<file path="config.mk">
export PLATFORM = sky130hd
export DESIGN_NAME = dsos_top
export DESIGN_NICKNAME = d
export VERILOG_FILES = /design/src/hw/dsos_pkg.sv /design/src/hw/dsos_top.sv
export VERILOG_INCLUDE_DIRS = /design/src /design/src/hw
export SDC_FILE = /design/constraint.sdc
export NUM_CORES = 1
export LEC_CHECK = 0
export BUFFER_PORTS_ARGS = -buffer_cell sky130_fd_sc_hd__clkbuf_2
export CAP_MARGIN = 20
export CORE_ASPECT_RATIO = 0.7
export CORE_MARGIN = 10
export CORE_UTILIZATION = 45
export DETAILED_ROUTE_END_ITERATION = 12
export PLACE_DENSITY = 0.64
export SLEW_MARGIN = 20
export SYNTH_ARGS = -nofsm -noshare
export SYNTH_HDL_FRONTEND = slang
export SYNTH_SLANG_ARGS = --single-unit
</file>
<file path="constraint.sdc">
create_clock -name clk -period 9.9 [get_ports clk]
set_clock_uncertainty 0.05 [all_clocks]
set_input_delay 0.495 -clock clk [delete_from_list [all_inputs] [get_ports clk]]
set_output_delay 0.495 -clock clk [all_outputs]
set_load 0.005 [all_outputs]
</file>
<file path="src/hw/dsos_defines.svh">
// Register offsets, reset values and timing counts of the output selector.
// Assumes a 10 MHz control clock and a 16-bit register port.
`ifndef DSOS_DEFINES_SVH
`define DSOS_DEFINES_SVH

// ==========================================================================
// Register offsets (word index on the register port)
`define DSOS_OFS_STATE      8'h00
`define DSOS_OFS_FILT_TIME  8'h01
`define DSOS_OFS_HYST       8'h02
`define DSOS_OFS_SEL_BASE   8'h03
`define DSOS_OFS_CTRL_MODE  8'h08
`define DSOS_OFS_ZERO_ZONE  8'h09
`define DSOS_OFS_NX         8'h0A
`define DSOS_OFS_NY         8'h0B
`define DSOS_OFS_IX         8'h0C
`define DSOS_OFS_TX         8'h0D
`define DSOS_OFS_FX         8'h0E
`define DSOS_OFS_HX         8'h0F
`define DSOS_OFS_NET        8'h10
`define DSOS_OFS_DLY_BASE   8'h11
`define DSOS_OFS_FILT_IQ    8'h15
`define DSOS_OFS_EQ_BAND    8'h16

// ==========================================================================
// Reset values, limits and control mode codes
`define DSOS_HYST_RESET     16'h00C8
`define DSOS_HYST_MAX       16'h03E7
`define DSOS_FILT_RESET     4'h4
`define DSOS_MODE_RESET     3'h0
`define DSOS_MODE_SENSORLESS 3'h3
`define DSOS_MODE_ENCODER   3'h4

// ==========================================================================
// Timing
`define DSOS_CLK_HZ         10000000
`define DSOS_FILT_PERIOD_MS 2
`define DSOS_DLY_UNIT_MS    100

`endif

</file>
<file path="src/hw/dsos_pkg.sv">
// Types of the drive status output selector.
// Assumes nothing beyond the defines header.
`default_nettype none

package dsos_pkg;

    // ======================================================================
    // Output function codes
    typedef enum logic [5:0] {
        FN_NOT_USED   = 6'h00,
        FN_REF_GT_NX  = 6'h01,
        FN_N_GT_NX    = 6'h02,
        FN_N_LT_NY    = 6'h03,
        FN_N_EQ_REF   = 6'h04,
        FN_ZERO_SPEED = 6'h05,
        FN_IS_GT_IX   = 6'h06,
        FN_IS_LT_IX   = 6'h07,
        FN_TQ_GT_TX   = 6'h08,
        FN_TQ_LT_TX   = 6'h09,
        FN_REMOTE     = 6'h0A,
        FN_RUN        = 6'h0B,
        FN_READY      = 6'h0C,
        FN_NO_FAULT   = 6'h0D,
        FN_NO_GRP_A   = 6'h0E,
        FN_NO_GRP_B   = 6'h0F,
        FN_NO_GRP_C   = 6'h10,
        FN_NO_GRP_D   = 6'h11,
        FN_NO_GRP_E   = 6'h12,
        FN_LOOP_OK    = 6'h13,
        FN_NETWORK    = 6'h14,
        FN_FORWARD    = 6'h15,
        FN_RIDE_THRU  = 6'h18,
        FN_PRECHARGE  = 6'h19,
        FN_FAULT      = 6'h1A,
        FN_HOURS_GT   = 6'h1B,
        FN_TIMER      = 6'h1D,
        FN_N_AND_NT   = 6'h1E,
        FN_F_GT_FX1   = 6'h1F,
        FN_F_GT_FX2   = 6'h20,
        FN_SAFE_STOP  = 6'h22,
        FN_NO_STOP_F  = 6'h23,
        FN_NO_ALARM   = 6'h24,
        FN_NO_FLT_ALM = 6'h25,
        FN_TQ_POS     = 6'h2B,
        FN_TQ_NEG     = 6'h2C
    } dsos_func_type;

endpackage

`default_nettype wire

</file>
<file path="src/hw/dsos_top.sv">
// Drive status output selector: five outputs, each showing one status condition.
// Assumes all status inputs are synchronous to clk and register port per house bus.
//
// The implementer's own choices: strobed register access and the register addresses.
`include "dsos_defines.svh"
`default_nettype none

// How it works
// - Read-only word, bit per output, first lowest
// - Torque current low-pass filtered every 2 ms
// - Hysteresis 0 to 9.99 %, default 2.00 %
// - Output follows its condition, registered one clock later
// - Unused code keeps output at rest
// - Zero speed: speed below zero zone
// - Torque compares only in control mode 3/4
// - Ready: no fault and no undervoltage
// - Run: enabled and switching, any speed
// - Forward active forward, inactive reverse
// - No-fault and per-group no-fault indications
// - Fault is complement of no-fault
// - Network function follows network output word
// - Speed and total reference both exceed threshold, in control mode 4 only
// - Code 43 positive torque, 44 negative
// - Hysteresis on both switching edges
// - No-alarm active with no alarm
// - Pre-charge ok above pre-charge level
// - Remote active in remote situation
// - Current loop ok inside 4-20 mA
// - Safe-stop output while safe stop active
// - Relay two/three timer with on/off delays
// - Short input pulse resets timer only
module dsos_top
    import dsos_pkg::*;
#(
    parameter int FILT_TICK_CYCLES = `DSOS_CLK_HZ / 1000 * `DSOS_FILT_PERIOD_MS,
    parameter int DLY_TICK_CYCLES  = `DSOS_CLK_HZ / 1000 * `DSOS_DLY_UNIT_MS
) (
    input  wire logic        clk,
    input  wire logic        reset_n,
    input  wire logic [7:0]  reg_addr,
    input  wire logic [15:0] reg_wdata,
    input  wire logic        reg_wr,
    input  wire logic        reg_rd,
    output logic      [15:0] reg_rdata,
    input  wire logic [15:0] motor_speed,
    input  wire logic [15:0] speed_reference,
    input  wire logic [15:0] total_speed_reference,
    input  wire logic [15:0] motor_current,
    input  wire logic [15:0] motor_torque,
    input  wire logic [15:0] torque_current,
    input  wire logic [15:0] motor_frequency,
    input  wire logic [15:0] enabled_hours,
    input  wire logic        fault_active,
    input  wire logic [4:0]  fault_group,
    input  wire logic        undervoltage,
    input  wire logic        drive_running,
    input  wire logic        rotating_forward,
    input  wire logic        alarm_active,
    input  wire logic        stop_relay_fault,
    input  wire logic        precharge_ok,
    input  wire logic        remote_mode,
    input  wire logic        current_loop_in_range,
    input  wire logic        ride_through,
    input  wire logic        safe_stop_state,
    input  wire logic        timer_in_two,
    input  wire logic        timer_in_three,
    output logic             relay_out_one,
    output logic             relay_out_two,
    output logic             relay_out_three,
    output logic             open_collector_out_four,
    output logic             open_collector_out_five
);

    // ======================================================================
    // Helpers
    function automatic logic [15:0] abs16(input logic [15:0] v);
        abs16 = v[15] ? 16'(-v) : v;
    endfunction

    function automatic logic sgt(input logic [15:0] a, input logic [15:0] b);
        sgt = $signed(a) > $signed(b);
    endfunction

    // ======================================================================
    // Registers
    logic [3:0]    torque_current_filter_time_r;
    logic [15:0]   torque_polarity_hysteresis_r;
    dsos_func_type func_sel_r [5];
    logic [2:0]    control_mode_select_r;
    logic [15:0]   zero_speed_zone_r;
    logic [15:0]   speed_threshold_x_r;
    logic [15:0]   speed_threshold_y_r;
    logic [15:0]   current_threshold_r;
    logic [15:0]   torque_threshold_r;
    logic [15:0]   freq_threshold_r;
    logic [15:0]   hours_threshold_r;
    logic [15:0]   speed_eq_band_r;
    logic [4:0]    network_output_word_r;
    logic [15:0]   delay_r [4];
    logic [15:0]   filt_iq_r;
    logic [4:0]    out_r;
    logic          tq_pos_r;
    logic          tq_neg_r;
    logic [1:0]    timer_out_r;
    logic [15:0]   timer_cnt_r [2];
    logic [4:0]    act;

    always_ff @(posedge clk or negedge reset_n) begin
        if (!reset_n) begin
            torque_current_filter_time_r <= `DSOS_FILT_RESET;
            torque_polarity_hysteresis_r <= `DSOS_HYST_RESET;
            for (int i = 0; i < 5; i++) begin
                func_sel_r[i] <= FN_NOT_USED;
            end
            control_mode_select_r <= `DSOS_MODE_RESET;
            zero_speed_zone_r     <= 16'h0000;
            speed_threshold_x_r   <= 16'h0000;
            speed_threshold_y_r   <= 16'h0000;
            current_threshold_r   <= 16'h0000;
            torque_threshold_r    <= 16'h0000;
            freq_threshold_r      <= 16'h0000;
            hours_threshold_r     <= 16'h0000;
            speed_eq_band_r       <= 16'h0000;
            network_output_word_r <= 5'h00;
            for (int i = 0; i < 4; i++) begin
                delay_r[i] <= 16'h0000;
            end
        end else if (reg_wr) begin
            for (int i = 0; i < 5; i++) begin
                if (reg_addr == `DSOS_OFS_SEL_BASE + 8'(i)) begin
                    func_sel_r[i] <= dsos_func_type'(reg_wdata[5:0]);
                end
            end
            for (int i = 0; i < 4; i++) begin
                if (reg_addr == `DSOS_OFS_DLY_BASE + 8'(i)) begin
                    delay_r[i] <= reg_wdata;
                end
            end
            case (reg_addr)
                `DSOS_OFS_FILT_TIME: torque_current_filter_time_r <= reg_wdata[3:0];
                `DSOS_OFS_HYST: begin
                    // Writes above 9.99 % saturate
                    torque_polarity_hysteresis_r <= (reg_wdata > `DSOS_HYST_MAX) ? `DSOS_HYST_MAX : reg_wdata;
                end
                `DSOS_OFS_CTRL_MODE: control_mode_select_r <= reg_wdata[2:0];
                `DSOS_OFS_ZERO_ZONE: zero_speed_zone_r     <= reg_wdata;
                `DSOS_OFS_NX:        speed_threshold_x_r   <= reg_wdata;
                `DSOS_OFS_NY:        speed_threshold_y_r   <= reg_wdata;
                `DSOS_OFS_IX:        current_threshold_r   <= reg_wdata;
                `DSOS_OFS_TX:        torque_threshold_r    <= reg_wdata;
                `DSOS_OFS_FX:        freq_threshold_r      <= reg_wdata;
                `DSOS_OFS_HX:        hours_threshold_r     <= reg_wdata;
                `DSOS_OFS_EQ_BAND:   speed_eq_band_r       <= reg_wdata;
                `DSOS_OFS_NET:       network_output_word_r <= reg_wdata[4:0];
                default: ;
            endcase
        end
    end

    // ======================================================================
    // Read port
    logic [15:0] rd_val;

    always_comb begin
        rd_val = 16'h0000;
        for (int i = 0; i < 5; i++) begin
            if (reg_addr == `DSOS_OFS_SEL_BASE + 8'(i)) begin
                rd_val = {10'h000, func_sel_r[i]};
            end
        end
        for (int i = 0; i < 4; i++) begin
            if (reg_addr == `DSOS_OFS_DLY_BASE + 8'(i)) begin
                rd_val = delay_r[i];
            end
        end
        case (reg_addr)
            `DSOS_OFS_STATE:     rd_val = {11'h000, out_r};
            `DSOS_OFS_FILT_TIME: rd_val = {12'h000, torque_current_filter_time_r};
            `DSOS_OFS_HYST:      rd_val = torque_polarity_hysteresis_r;
            `DSOS_OFS_CTRL_MODE: rd_val = {13'h0000, control_mode_select_r};
            `DSOS_OFS_ZERO_ZONE: rd_val = zero_speed_zone_r;
            `DSOS_OFS_NX:        rd_val = speed_threshold_x_r;
            `DSOS_OFS_NY:        rd_val = speed_threshold_y_r;
            `DSOS_OFS_IX:        rd_val = current_threshold_r;
            `DSOS_OFS_TX:        rd_val = torque_threshold_r;
            `DSOS_OFS_FX:        rd_val = freq_threshold_r;
            `DSOS_OFS_HX:        rd_val = hours_threshold_r;
            `DSOS_OFS_EQ_BAND:   rd_val = speed_eq_band_r;
            `DSOS_OFS_NET:       rd_val = {11'h000, network_output_word_r};
            `DSOS_OFS_FILT_IQ:   rd_val = filt_iq_r;
            default: ;
        endcase
    end

    always_ff @(posedge clk or negedge reset_n) begin
        if (!reset_n) begin
            reg_rdata <= 16'h0000;
        end else begin
            reg_rdata <= reg_rd ? rd_val : 16'h0000;
        end
    end

    // ======================================================================
    // Tick dividers
    logic [31:0] filt_div_r;
    logic [31:0] dly_div_r;
    logic        filt_tick;
    logic        dly_tick;

    assign filt_tick = (filt_div_r == 32'(FILT_TICK_CYCLES - 1));
    assign dly_tick  = (dly_div_r == 32'(DLY_TICK_CYCLES - 1));

    always_ff @(posedge clk or negedge reset_n) begin
        if (!reset_n) begin
            filt_div_r <= 32'h0000_0000;
            dly_div_r  <= 32'h0000_0000;
        end else begin
            filt_div_r <= filt_tick ? 32'h0000_0000 : filt_div_r + 32'h0000_0001;
            dly_div_r  <= dly_tick ? 32'h0000_0000 : dly_div_r + 32'h0000_0001;
        end
    end

    // ======================================================================
    // Torque current filter
    logic signed [16:0] filt_diff;

    assign filt_diff = 17'($signed(torque_current)) - 17'($signed(filt_iq_r));

    always_ff @(posedge clk or negedge reset_n) begin
        if (!reset_n) begin
            filt_iq_r <= 16'h0000;
        end else if (filt_tick) begin
            filt_iq_r <= filt_iq_r + 16'(filt_diff >>> torque_current_filter_time_r);
        end
    end

    // ======================================================================
    // Torque polarity
    logic [15:0] hyst_neg;

    assign hyst_neg = 16'(-torque_polarity_hysteresis_r);

    always_ff @(posedge clk or negedge reset_n) begin
        if (!reset_n) begin
            tq_pos_r <= 1'b0;
            tq_neg_r <= 1'b0;
        end else begin
            if (sgt(filt_iq_r, torque_polarity_hysteresis_r)) begin
                tq_pos_r <= 1'b1;
            end else if (sgt(hyst_neg, filt_iq_r)) begin
                tq_pos_r <= 1'b0;
            end
            if (sgt(hyst_neg, filt_iq_r)) begin
                tq_neg_r <= 1'b1;
            end else if (sgt(filt_iq_r, torque_polarity_hysteresis_r)) begin
                tq_neg_r <= 1'b0;
            end
        end
    end

    // ======================================================================
    // Relay two/three timers
    logic [1:0] timer_in;

    assign timer_in = {timer_in_three, timer_in_two};

    always_ff @(posedge clk or negedge reset_n) begin
        if (!reset_n) begin
            timer_out_r <= 2'b00;
            for (int i = 0; i < 2; i++) begin
                timer_cnt_r[i] <= 16'h0000;
            end
        end else begin
            for (int i = 0; i < 2; i++) begin
                if (timer_in[i] == timer_out_r[i]) begin
                    timer_cnt_r[i] <= 16'h0000;
                end else if (timer_cnt_r[i] >= delay_r[2 * i + (timer_in[i] ? 0 : 1)]) begin
                    timer_out_r[i] <= timer_in[i];
                    timer_cnt_r[i] <= 16'h0000;
                end else if (dly_tick) begin
                    timer_cnt_r[i] <= timer_cnt_r[i] + 16'h0001;
                end
            end
        end
    end

    // ======================================================================
    // Function evaluation per output
    logic tq_mode;
    logic enc_mode;

    assign tq_mode  = (control_mode_select_r == `DSOS_MODE_SENSORLESS) ||
                      (control_mode_select_r == `DSOS_MODE_ENCODER);
    assign enc_mode = (control_mode_select_r == `DSOS_MODE_ENCODER);

    function automatic logic eval(input dsos_func_type fn, input int idx);
        logic r;
        r = 1'b0;
        case (fn)
            FN_REF_GT_NX:  r = abs16(speed_reference) > speed_threshold_x_r;
            FN_N_GT_NX:    r = abs16(motor_speed) > speed_threshold_x_r;
            FN_N_LT_NY:    r = abs16(motor_speed) < speed_threshold_y_r;
            FN_N_EQ_REF:   r = abs16(16'(motor_speed - speed_reference)) <= speed_eq_band_r;
            FN_ZERO_SPEED: r = abs16(motor_speed) < zero_speed_zone_r;
            FN_IS_GT_IX:   r = motor_current > current_threshold_r;
            FN_IS_LT_IX:   r = motor_current < current_threshold_r;
            FN_TQ_GT_TX:   r = tq_mode && (abs16(motor_torque) > torque_threshold_r);
            FN_TQ_LT_TX:   r = tq_mode && (abs16(motor_torque) < torque_threshold_r);
            FN_REMOTE:     r = remote_mode;
            FN_RUN:        r = drive_running;
            FN_READY:      r = !fault_active && !undervoltage;
            FN_NO_FAULT:   r = !fault_active;
            FN_NO_GRP_A:   r = !fault_group[0];
            FN_NO_GRP_B:   r = !fault_group[1];
            FN_NO_GRP_C:   r = !fault_group[2];
            FN_NO_GRP_D:   r = !fault_group[3];
            FN_NO_GRP_E:   r = !fault_group[4];
            FN_LOOP_OK:    r = current_loop_in_range;
            FN_NETWORK:    r = network_output_word_r[idx];
            FN_FORWARD:    r = rotating_forward;
            FN_RIDE_THRU:  r = ride_through;
            FN_PRECHARGE:  r = precharge_ok;
            FN_FAULT:      r = fault_active;
            FN_HOURS_GT:   r = enabled_hours > hours_threshold_r;
            FN_TIMER:      r = (idx == 1 || idx == 2) && timer_out_r[(idx == 2) ? 1 : 0];
            FN_N_AND_NT:   r = enc_mode && (abs16(motor_speed) > speed_threshold_x_r) &&
                               (abs16(total_speed_reference) > speed_threshold_x_r);
            FN_F_GT_FX1,
            FN_F_GT_FX2:   r = motor_frequency > freq_threshold_r;
            FN_SAFE_STOP:  r = safe_stop_state;
            FN_NO_STOP_F:  r = !stop_relay_fault;
            FN_NO_ALARM:   r = !alarm_active;
            FN_NO_FLT_ALM: r = !fault_active && !alarm_active;
            FN_TQ_POS:     r = tq_pos_r;
            FN_TQ_NEG:     r = tq_neg_r;
            default:       r = 1'b0;
        endcase
        eval = r;
    endfunction

    always_comb begin
        for (int i = 0; i < 5; i++) begin
            act[i] = eval(func_sel_r[i], i);
        end
    end

    always_ff @(posedge clk or negedge reset_n) begin
        if (!reset_n) begin
            out_r <= 5'h00;
        end else begin
            out_r <= act;
        end
    end

    assign relay_out_one           = out_r[0];
    assign relay_out_two           = out_r[1];
    assign relay_out_three         = out_r[2];
    assign open_collector_out_four = out_r[3];
    assign open_collector_out_five = out_r[4];

endmodule

`default_nettype wire

</file>
Yosys cells after proc, flatten, opt, wreduce, memory -nomap -nowiden
Cells that the tools add are included.
{"block": "totals", "input_bits": 174, "out_inout_bits": 21, "reg_bits": 387, "word_cells": 360}
{"block": "classes", "n_lt_le_gt_ge": 19, "bitwise": 4, "mux": 42, "shifts": 1, "add_sub_neg": 14, "reduce_logical": 48, "n_eq_ne": 200}
{"op": "$mux W16", "count": 25}
{"op": "$eq A6 B5 Y1 const B", "count": 62}
{"op": "$eq A6 B4 Y1 const B", "count": 40}
{"op": "$pmux W16 S14", "count": 1}
{"op": "$eq A6 B6 Y1 const B", "count": 35}
{"op": "$gt A16 B16 Y1", "count": 9}
{"op": "$eq A6 B3 Y1 const B", "count": 20}
{"op": "$pmux W1 S33", "count": 3}
{"op": "$neg A16 Y16", "count": 6}
{"op": "$pmux W1 S34", "count": 2}
{"op": "$add A32 B1 Y32 const B", "count": 2}
{"op": "$bmux W16 S2", "count": 2}
{"op": "$eq A8 B4 Y1 const B", "count": 8}
{"op": "$ge A32 B3 Y1 const B", "count": 2}
{"op": "$lt A16 B16 Y1", "count": 4}
{"op": "$mux W32", "count": 2}
{"op": "$eq A6 B2 Y1 const B", "count": 10}
{"op": "$eq A8 B5 Y1 const B", "count": 7}
{"op": "$reduce_and A2 Y1", "count": 23}
{"op": "$add A16 B1 Y16 const B", "count": 2}
{"op": "$eq A32 B15 Y1 const B", "count": 1}
{"op": "$eq A32 B20 Y1 const B", "count": 1}
{"op": "$eq A8 B3 Y1 const B", "count": 4}
{"op": "$ge A16 B16 Y1", "count": 2}
{"op": "other kinds (25)", "count": 55}

Logic depth before layout (Yosys ltp)
Gate-level depths: netlist (run 1).
{"block": "depth", "depth_word": 12, "mapped_depth": 22, "depth_no_buf": 22}

Worst setup path before layout (run 1)
OpenSTA, ideal clock, no wires.
{"block": "synth_path", "kind": "input-to-reg", "start": "in torque_current[0]", "end": "reg filt_iq_r[15]", "cell_stages": 21, "t_required_ps": 9770, "slack_ps": 5092, "arrival_ps": 4678, "cell_sequence": "inv_1 -> ha_1 -> inv_1 -> fa_1 -> a21o_1 -> a31oi_2 -> o211a_1 -> nor2_1 -> o311a_1 -> mux4_2 -> and2_0 -> a211oi_2 -> ha_1 -> o21ai_0 -> o21ai_0 -> a211oi_1 -> o311ai_0 -> a21o_1 -> a211o_1 -> a21oi_1 -> xnor2_1"}
{"block": "synth_via", "elab_chain_cells": 3}
{"element": "start, declared", "line": "dsos_top.sv:50", "text": "input wire logic [15:0] torque_current,"}
{"element": "$sub A16 B16 Y17", "line": "dsos_top.sv:227", "text": "assign filt_diff = 17'($signed(torque_current)) - 17'($signed(filt_iq_r));"}
{"element": "$sshr A17 B4 Y16", "line": "dsos_top.sv:233", "text": "filt_iq_r <= filt_iq_r + 16'(filt_diff >>> torque_current_filter_time_r);"}
{"element": "$add A16 B16 Y16", "line": "dsos_top.sv:233"}
{"element": "end signal, assigned", "line": "dsos_top.sv:233"}
{"element": "end, declared", "line": "dsos_top.sv:100", "text": "logic [15:0] filt_iq_r;"}
Every way passes these cells.
A chain may end at the register's enable or synchronous reset.

Worst setup path in the final report (run 1)
{"block": "layout_path", "start": "reg filt_iq_r[4]", "end": "reg filt_iq_r[15]"}
{"block": "layout_via", "elab_chain_cells": 3}
{"element": "$sub A16 B16 Y17", "line": "dsos_top.sv:227"}
{"element": "$sshr A17 B4 Y16", "line": "dsos_top.sv:233"}
{"element": "$add A16 B16 Y16 (*)", "line": "dsos_top.sv:233"}
Every way passes the cells marked *; elsewhere a longest branch is shown, timed or not.

==> key figures, run 1 <==
Status
  – Status: completed

Synthesis
  – Mux cell area share after synthesis: about an eighth
  – Post-Syn Nets: approximately 3,600
  – Most common cell in the synthesized netlist: dfrtp_1
  – Largest area contributor in the netlist: dfrtp_1
  – Post-synthesis adder-cell area fraction: 12.0%
  – Yosys reg bits: around 390
  – Ys flop type: dfrtp_1
  – Async set or reset register ratio after synthesis: between 90% and 100%
  – Sequential fraction of the synthesis area: 32.8%
  – Synthesis Warnings: 0
  – Post-synthesis compound-gate area fraction: between 10% and 20%
  – Synth top cells by count: dfrtp_1 (383), ha_1 (278), mux2_2 (232)
  – Synthesized area: between 20,000 and 30,000 µm²
  – Post-Synth XOR/XNOR Area: 5.98%
  – Largest family of logic cells by synthesized area: compound AO/OA/AOI/OAI gates
  – Syn avg cell area: 9.26 µm²
  – Top cells by area, synth: dfrtp_1 (32%), ha_1 (12%), mux2_2 (8.8%), xnor2_1 (4.1%), nand2_1 (2.9%)
  – Simple-Gate Fraction of Synth Area: ~15%
  – Top cell type's share of synthesized area: 32.4%
  – Post-synth EDFFs: 0
  – Synthesized netlist cell count: around 3,200
  – Synth cell types: around 90

STA
  – Period utilisation layout: 60.3%
  – Fin crit period: just under 6000 ps
  – Rel. slew slack: between 20% and 30%
  – Worst Tran Pin Value: about 1200 ps
  – RSZ-0062 raised after global routing: no
  – Final setup viols: 0
  – Final hold vios: 0
  – Hold_ws: between 200 and 300 ps
  – F_max: about 0.17 GHz
  – Setup_tns: 0 ps
  – Fin. max-slew vios: 0

Critical path
  – Worst Setup End Kind: flop
  – RR Startpoint: filt_iq_r[4]$_DFFE_PN0N_
  – CP dominant cell by count: a211oi_1
  – CP bufs+invs: 1
  – Worst Path Required: 10,330 ps
  – Crit path max fanout: 5
  – Crit path max-delay family: compound AO/OA/AOI/OAI gates
  – CP max stage cell: a311oi_1
  – Worst setup SP type: flop
  – CP max stage delay: 600 ps
  – Critical-path cell list: inv_1, ha_1, a2111o_1, o21ai_1, a211oi_1, a311oi_1, mux2_2, a21oi_1, mux4_2, ha_1, a211oi_1, o21ai_0, a211oi_1, o311ai_0, a21o_1, a211o_1, a21oi_1, xnor2_1
  – CP Class: flop to flop
  – Critical Path Start: filt_iq_r[4]$_DFFE_PN0N_
  – Arr. time, crit path: approximately 6400 ps

Clocking
  – CTS tree: done
  – H-tree level count: 2
  – Cts bufs inserted: 41
  – Clock sinks: between 300 and 400
  – Clk_lat worst skew: 580 ps
  – Post-CTS sizing: 0
  – Max Root-Sink Buffers: 3
  – Clk root buf: clkbuf_16
  – Reg clk slew, reported paths: roughly 60 ps

Global route
  – First-pass GRT wire length: 157,000 µm
  – Initial antenna violation count: 10
  – GRT Overall Usage: between 20% and 30%
  – Pin count of the biggest net entering global routing: 160
  – Vias in the first global route: about 25,000
  – Grt total ovfl: 0

Power
  – Internal power: about 3.1 mW
  – IR drop worst, VDD: 0.139 mV
  – Sequential power share: between 30 and 40%
  – Sw frac: 31.4%
  – Clock power frac: between 30% and 40%
  – Net Sw Power: between 1 and 1.5 mW
  – Comb power frac: between 20% and 30%
  – PwrDens: about 140 nW/µm²
  – Pleak: around 15 nW

Placed design
  – Placed Area: between 30,000 and 40,000 µm²
  – Post-DP HPWL: just over 80,000 µm
  – IO buf count: a little under 200
  – GP Congestion: 0.991

Floorplanning
  – Die area: approximately 77,000 µm²
  – Chip height: roughly 230 µm
  – # rows: roughly 80
  – Io pins: between 150 and 200
  – Die width: between 300 and 400 µm
  – Starting Density: a little under half
  – CORE AREA: roughly 65,000 µm²

Cells and area
  – Nets: 3,773
  – Share of cells above drive strength 1: around 17%
  – Fin area: between 30,000 and 40,000 µm²
  – Syn-to-layout area delta: 11.4%

Route
  – Vias after detailed routing: roughly 26,000
  – Residual DRC count: 0
  – Final Routed Wirelength: ~110,000 µm
  – Drt pass-1 iters: 6
  – Via-per-instance ratio: approximately 6
  – WL per Instance: approximately 25 µm
  – DRT antenna net count: 0
  – Drt first-iter violations: approximately 3,000

Min path
  – Worst hold-check path type: primary input to flop
  – HP Start: reg_rd

Job
  – Maxcap violations: 0
state kept, by name, indices dropped and copies added, names as in the netlist, 2 cells and up:
signal and cells:
control_mode_select_r 3, current_threshold_r 16, delay_r 64, dly_div_r 32, filt_div_r 32, filt_iq_r 16, freq_threshold_r 16, func_sel_r 30
hours_threshold_r 16, network_output_word_r 5, out_r 5, reg_rdata 16, speed_eq_band_r 16, speed_threshold_x_r 16, speed_threshold_y_r 16, timer_cnt_r 32
timer_out_r 2, torque_current_filter_time_r 4, torque_polarity_hysteresis_r 16, torque_threshold_r 16, zero_speed_zone_r 16
cell families (layout without fill, tap and decap cells):
group                      Yosys count  count (layout)
AOI/OAI and AO/OA                  758             758
xor gates and xnor gates           202             202
DFF                                387             387
other                                0               4
adders and majority gates          281             281
and+or+nand+nor                    901             901
muxes                              301             301
buffers and inverters              362             521
timing repair:
item,in CTS,in global routing
hold buffers,1,0
endpoints found under the hold margin,92,0
buffers inserted,0,0
layout make-up:
cell class,count,area (µm²)
Antenna cell,4,10.0
Clock buffer,54,1190
Clock inverter,22,362
Fill cell,6171,32000
Inverter,222,833
Multi-Input combinational cell,2443,18500
Sequential cell,387,9690
Tap cell,880,1100
Timing Repair Buffer,223,1210
per-stage QoR:
stage	util (%)	power [mW]	worst slack, ps	instances
finish	50.8	4.52	3930	4235
global placement	48.3	2.71	4160	4154
global route	50.8	4.72	3540	4233
detailed placement	48.3	2.72	4010	4154
floorplan	-	2.36	5090	3192
CTS	50.7	4.51	4100	4231
final timing paths:
check | endpoint | depth (start not counted) | slack (ps)
max in group asynchronous | torque_polarity_hysteresis_r[10]$_DFFE_PN0P_ | 4 | 7140
min in group asynchronous | dly_div_r[25]$_DFF_PN0_ | 2 | 470
min reg2reg | dly_div_r[4]$_DFF_PN0_ | 1 | 430
max reg2reg | filt_iq_r[15]$_DFFE_PN0N_ | 18 | 3930
max | filt_iq_r[15]$_DFFE_PN0N_ | 18 | 3930
min | reg_rdata[2]$_DFF_PN0_ | 2 | 290
power groups by stage:
stage	Clock [mW]	Combinational (mW)	Sequential, mW
5_1_grt	1.88	1.08	1.75
6_report	1.80	0.970	1.75
3_5_place_dp	0	0.943	1.77
3_3_place_gp	0	0.936	1.77
4_1_cts	1.81	0.951	1.75
2_1_floorplan	0	0.650	1.71
routing by layer:
layer | vias up | routed length [µm] | GRT usage [%]
li1 | 12100 | - | -
met2 | 1300 | 40900 | 35.7
met3 | 179 | 14200 | 11.1
met4 | 14 | 2960 | 7.29
met5 | - | 93 | 0
met1 | 12600 | 47700 | 38.3
layout by cell type (no fill, tap or decap), types with 64 or more instances in the layout:
master | synthesis | final
xor2_1 | 64 | 64
nor2_1 | 189 | 189
clkbuf_2 | 1 | 193
xnor2_1 | 138 | 138
nand3_1 | 86 | 86
nand4_1 | 66 | 66
nand2_1 | 227 | 227
o21ai_0 | 149 | 149
nor3_1 | 67 | 65
a21oi_1 | 127 | 127
inv_1 | 220 | 220
dfrtp_1 | 383 | 383
ha_1 | 278 | 278
mux2_2 | 232 | 232
Note: power is estimated with default switching activity, not from simulation.
==> inputs of run 2 (changes only) <==
==> constraint.sdc (replaced) <==
create_clock -name clk -period 5.9 [get_ports clk]
set_clock_uncertainty 0.05 [all_clocks]
set_input_delay 0.295 -clock clk [delete_from_list [all_inputs] [get_ports clk]]
set_output_delay 0.295 -clock clk [all_outputs]
set_load 0.005 [all_outputs]
==> run 2 against run 1 <==
Clock power grew 49%; final cell count hardly changed; die area unchanged.
==> key figures, run 2 (synthesis gave the netlist of run 1 again) <==
Critical path
  – CP bufs+invs: 1 (unchanged)
  – CP Class: flop to flop (unchanged)
  – Worst Path Required: 6290 ps (was 10,330 ps)
  – Crit path max fanout: 5 (unchanged)
  – CP max stage delay: 490 ps (was 600 ps)
  – CP dominant cell by count: a21oi_1 (was a211oi_1)
  – CP max stage cell: mux4_2 (was a311oi_1)
  – Worst setup SP type: flop (unchanged)
  – Critical-path cell list: inv_1, ha_1, a2111o_1, a31oi_2, o211ai_1, nand4_1, o311a_1, o21ai_1, a21boi_1, mux4_2, ha_1, fa_1, a21o_1, a21oi_1, o211ai_1, a31oi_1, a21oi_1, a21oi_1, xor2_1, o21ai_0 (was inv_1, ha_1, a2111o_1, o21ai_1, a211oi_1, a311oi_1, mux2_2, a21oi_1, mux4_2, ha_1, a211oi_1, o21ai_0, a211oi_1, o311ai_0, a21o_1, a211o_1, a21oi_1, xnor2_1)
  – Worst Setup End Kind: flop (unchanged)
  – Crit path max-delay family: compound AO/OA/AOI/OAI gates (unchanged)
  – Arr. time, crit path: 5990 ps (was 6400 ps)

Floorplanning
  – CORE AREA: 64,900 µm² (unchanged)
  – # rows: 78 (unchanged)
  – Die area: 76,500 µm² (unchanged)
  – Starting Density: 45.6% (unchanged)
  – Die width: 326 µm (unchanged)
  – Io pins: 195 (unchanged)
  – Chip height: 234 µm (unchanged)

Placed design
  – Post-DP HPWL: 81,400 µm (was 81,100 µm)
  – IO buf count: 194 (unchanged)
  – Placed insts: 4,160 (was 4,154)
  – GP Congestion: 1.00 (was 0.991)

Power
  – IR drop worst, VDD: 0.184 mV (was 0.139 mV)
  – Sw frac: 32.3% (was 31.4%)
  – Internal power: 4.93 mW (was 3.10 mW)
  – Comb power frac: 22.6% (was 21.5%)
  – Sequential power share: 40.5% (was 38.8%)
  – Clock power frac: 36.9% (was 39.8%)
  – Net Sw Power: 2.35 mW (was 1.42 mW)
  – Pleak: 14.9 nW (about the same)
  – PwrDens: 222 nW/µm² (was 137 nW/µm²)

STA
  – RSZ-0062 raised after global routing: no (unchanged)
  – Setup_tns: 0 ps (unchanged)
  – Fin. max-slew vios: 0 (unchanged)
  – Period utilisation layout: 94.9% (was 60.3%)
  – F_max: 0.179 GHz (was 0.168 GHz)
  – Final setup viols: 0 (unchanged)
  – Worst Tran Pin Value: 1130 ps (was 1180 ps)
  – Rel. slew slack: 24.3% (was 20.8%)
  – Fin crit period: 5600 ps (was 5970 ps)
  – Final hold vios: 0 (unchanged)

Global route
  – GRT Overall Usage: 26.6% (about the same)
  – Grt total ovfl: 0 (unchanged)
  – Vias in the first global route: 24,500 (about the same)
  – Initial antenna violation count: 8 (was 10)
  – First-pass GRT wire length: 157,000 µm (about the same)
  – Pin count of the biggest net entering global routing: 116 (was 160)

Clocking
  – Reg clk slew, reported paths: 70 ps (was 60 ps)
  – Postcts setup bufs: 0 (unchanged)
  – Cts bufs inserted: 41 (unchanged)
  – CTS tree: done (unchanged)
  – Clk_lat worst skew: 580 ps (about the same)
  – Max Root-Sink Buffers: 3 (unchanged)
  – H-tree level count: 2 (unchanged)
  – Clock sinks: 387 (unchanged)
  – Clk root buf: clkbuf_16 (unchanged)

Route
  – Vias after detailed routing: 26,400 (was 26,200)
  – Via-per-instance ratio: 6.23 (was 6.18)
  – Drt pass-1 iters: 6 (unchanged)
  – DRT antenna net count: 0 (unchanged)
  – Drt first-iter violations: 3,385 (was 2,959)
  – Final Routed Wirelength: 106,000 µm (about the same)
  – WL per Instance: 25.0 µm (about the same)
  – Residual DRC count: 0 (unchanged)

Job
  – Maxcap violations: 0 (unchanged)

Cells and area
  – Largest register FFs: 64 (unchanged)
  – Syn-to-layout area delta: 10.9% (was 11.4%)
  – Finished Layout Cells: 4,237 (was 4,235)
  – Most frequent cells in the layout: dfrtp_1 (383), ha_1 (278), mux2_2 (232) (unchanged)
  – Nets: 3,780 (was 3,773)
  – Largest register by flop count: delay_r (unchanged)
  – Share of cells above drive strength 1: 17.0% (was 17.1%)
  – Most common cell after layout, fill and taps aside: dfrtp_1 (unchanged)

Min path
  – Worst hold-check path type: primary input to flop (unchanged)

Status
  – Status: completed (unchanged)
run 2: cell count changes in the layout (fill, tap and decap cells not counted), moves of 2 or more:
cell	change
clkbuf_1	+7
buf_4	+6
bufinv_16	-5
clkinvlp_4	-4
clkbuf_16	-2
clkbuf_8	-2
run 2: power groups by stage:
stage | clock network (mW) | registers [mW] | logic, mW
after floorplan | 0 | 2.87 | 1.09
final | 2.69 | 2.94 | 1.64
after global routing | 2.82 | 2.94 | 1.82
after detailed placement | 0 | 2.98 | 1.59
after CTS | 2.71 | 2.93 | 1.60
after global placement | 0 | 2.98 | 1.59
run 2: per-stage QoR:
stage | setup WS (ps) | utilization, % | power (mW) | instance area, µm² | hold WS, ps
finish | 300 | 50.5 | 7.27 | 32800 | 92.1
global placement | 597 | 48.4 | 4.57 | 31400 | 411
floorplan | 1150 | - | 3.96 | 29600 | -50.6
global route | 22.4 | 50.5 | 7.58 | 32800 | 85.7
detailed placement | 519 | 48.4 | 4.57 | 31400 | 405
CTS | 422 | 50.5 | 7.24 | 32800 | 56.9
run 2: per-layer routing:
| metal | vias up | wire [µm] | GRT usage (%) |
|---|---|---|---|
| met4 | 6 | 2940 | 6.91 |
| met1 | 12800 | 48500 | 40.2 |
| met3 | 181 | 13200 | 7.99 |
| met2 | 1409 | 41100 | 36.0 |
| met5 | - | 103 | 0.744 |
| li1 | 12100 | - | - |
run 2: cell type report:
cell class	count	area (µm²)
Antenna cell	3	7.51
Clock buffer	57	1140
Multi-Input combinational cell	2443	18500
Sequential cell	387	9690
Fill cell	6113	32100
Tap cell	880	1100
Clock inverter	15	199
Inverter	222	833
Timing Repair Buffer	230	1280
run 2: repair_timing:
action,CTS,global route
hold buffers,1,0
gates resized for setup,0,1
endpoints found under the hold margin,112,0
setup endpoints to repair,0,1
run 2: worst paths after layout:
check	from	end	slack, ps	cells past startpoint
worst max-delay path	filt_iq_r[4]$_DFFE_PN0N_	filt_iq_r[14]$_DFFE_PN0N_	300	20
worst min-delay path	reg_rd	reg_rdata[2]$_DFF_PN0_	90	2
worst max register to register	filt_iq_r[4]$_DFFE_PN0N_	filt_iq_r[14]$_DFFE_PN0N_	300	20
worst min register to register	dly_div_r[4]$_DFF_PN0_	dly_div_r[4]$_DFF_PN0_	420	1
max in group asynchronous	reset_n	func_sel_r[0]$_DFFE_PN0P_	3930	3
min in group asynchronous	reset_n	dly_div_r[24]$_DFF_PN0_	330	2
run 2: worst reg2reg max path, cell delays in order, from the launching register on:
cell      delay (ps)
dfrtp_1          420
inv_1            110
ha_1             370
a2111o_1         480
a31oi_2          310
o211ai_1         210
nand4_1          130
o311a_1          280
o21ai_1          120
a21boi_1         210
mux4_2           490
ha_1             240
fa_1             410
a21o_1           190
a21oi_1          270
o211ai_1         220
a31oi_1          360
a21oi_1          120
a21oi_1          220
xor2_1           170
o21ai_0           90
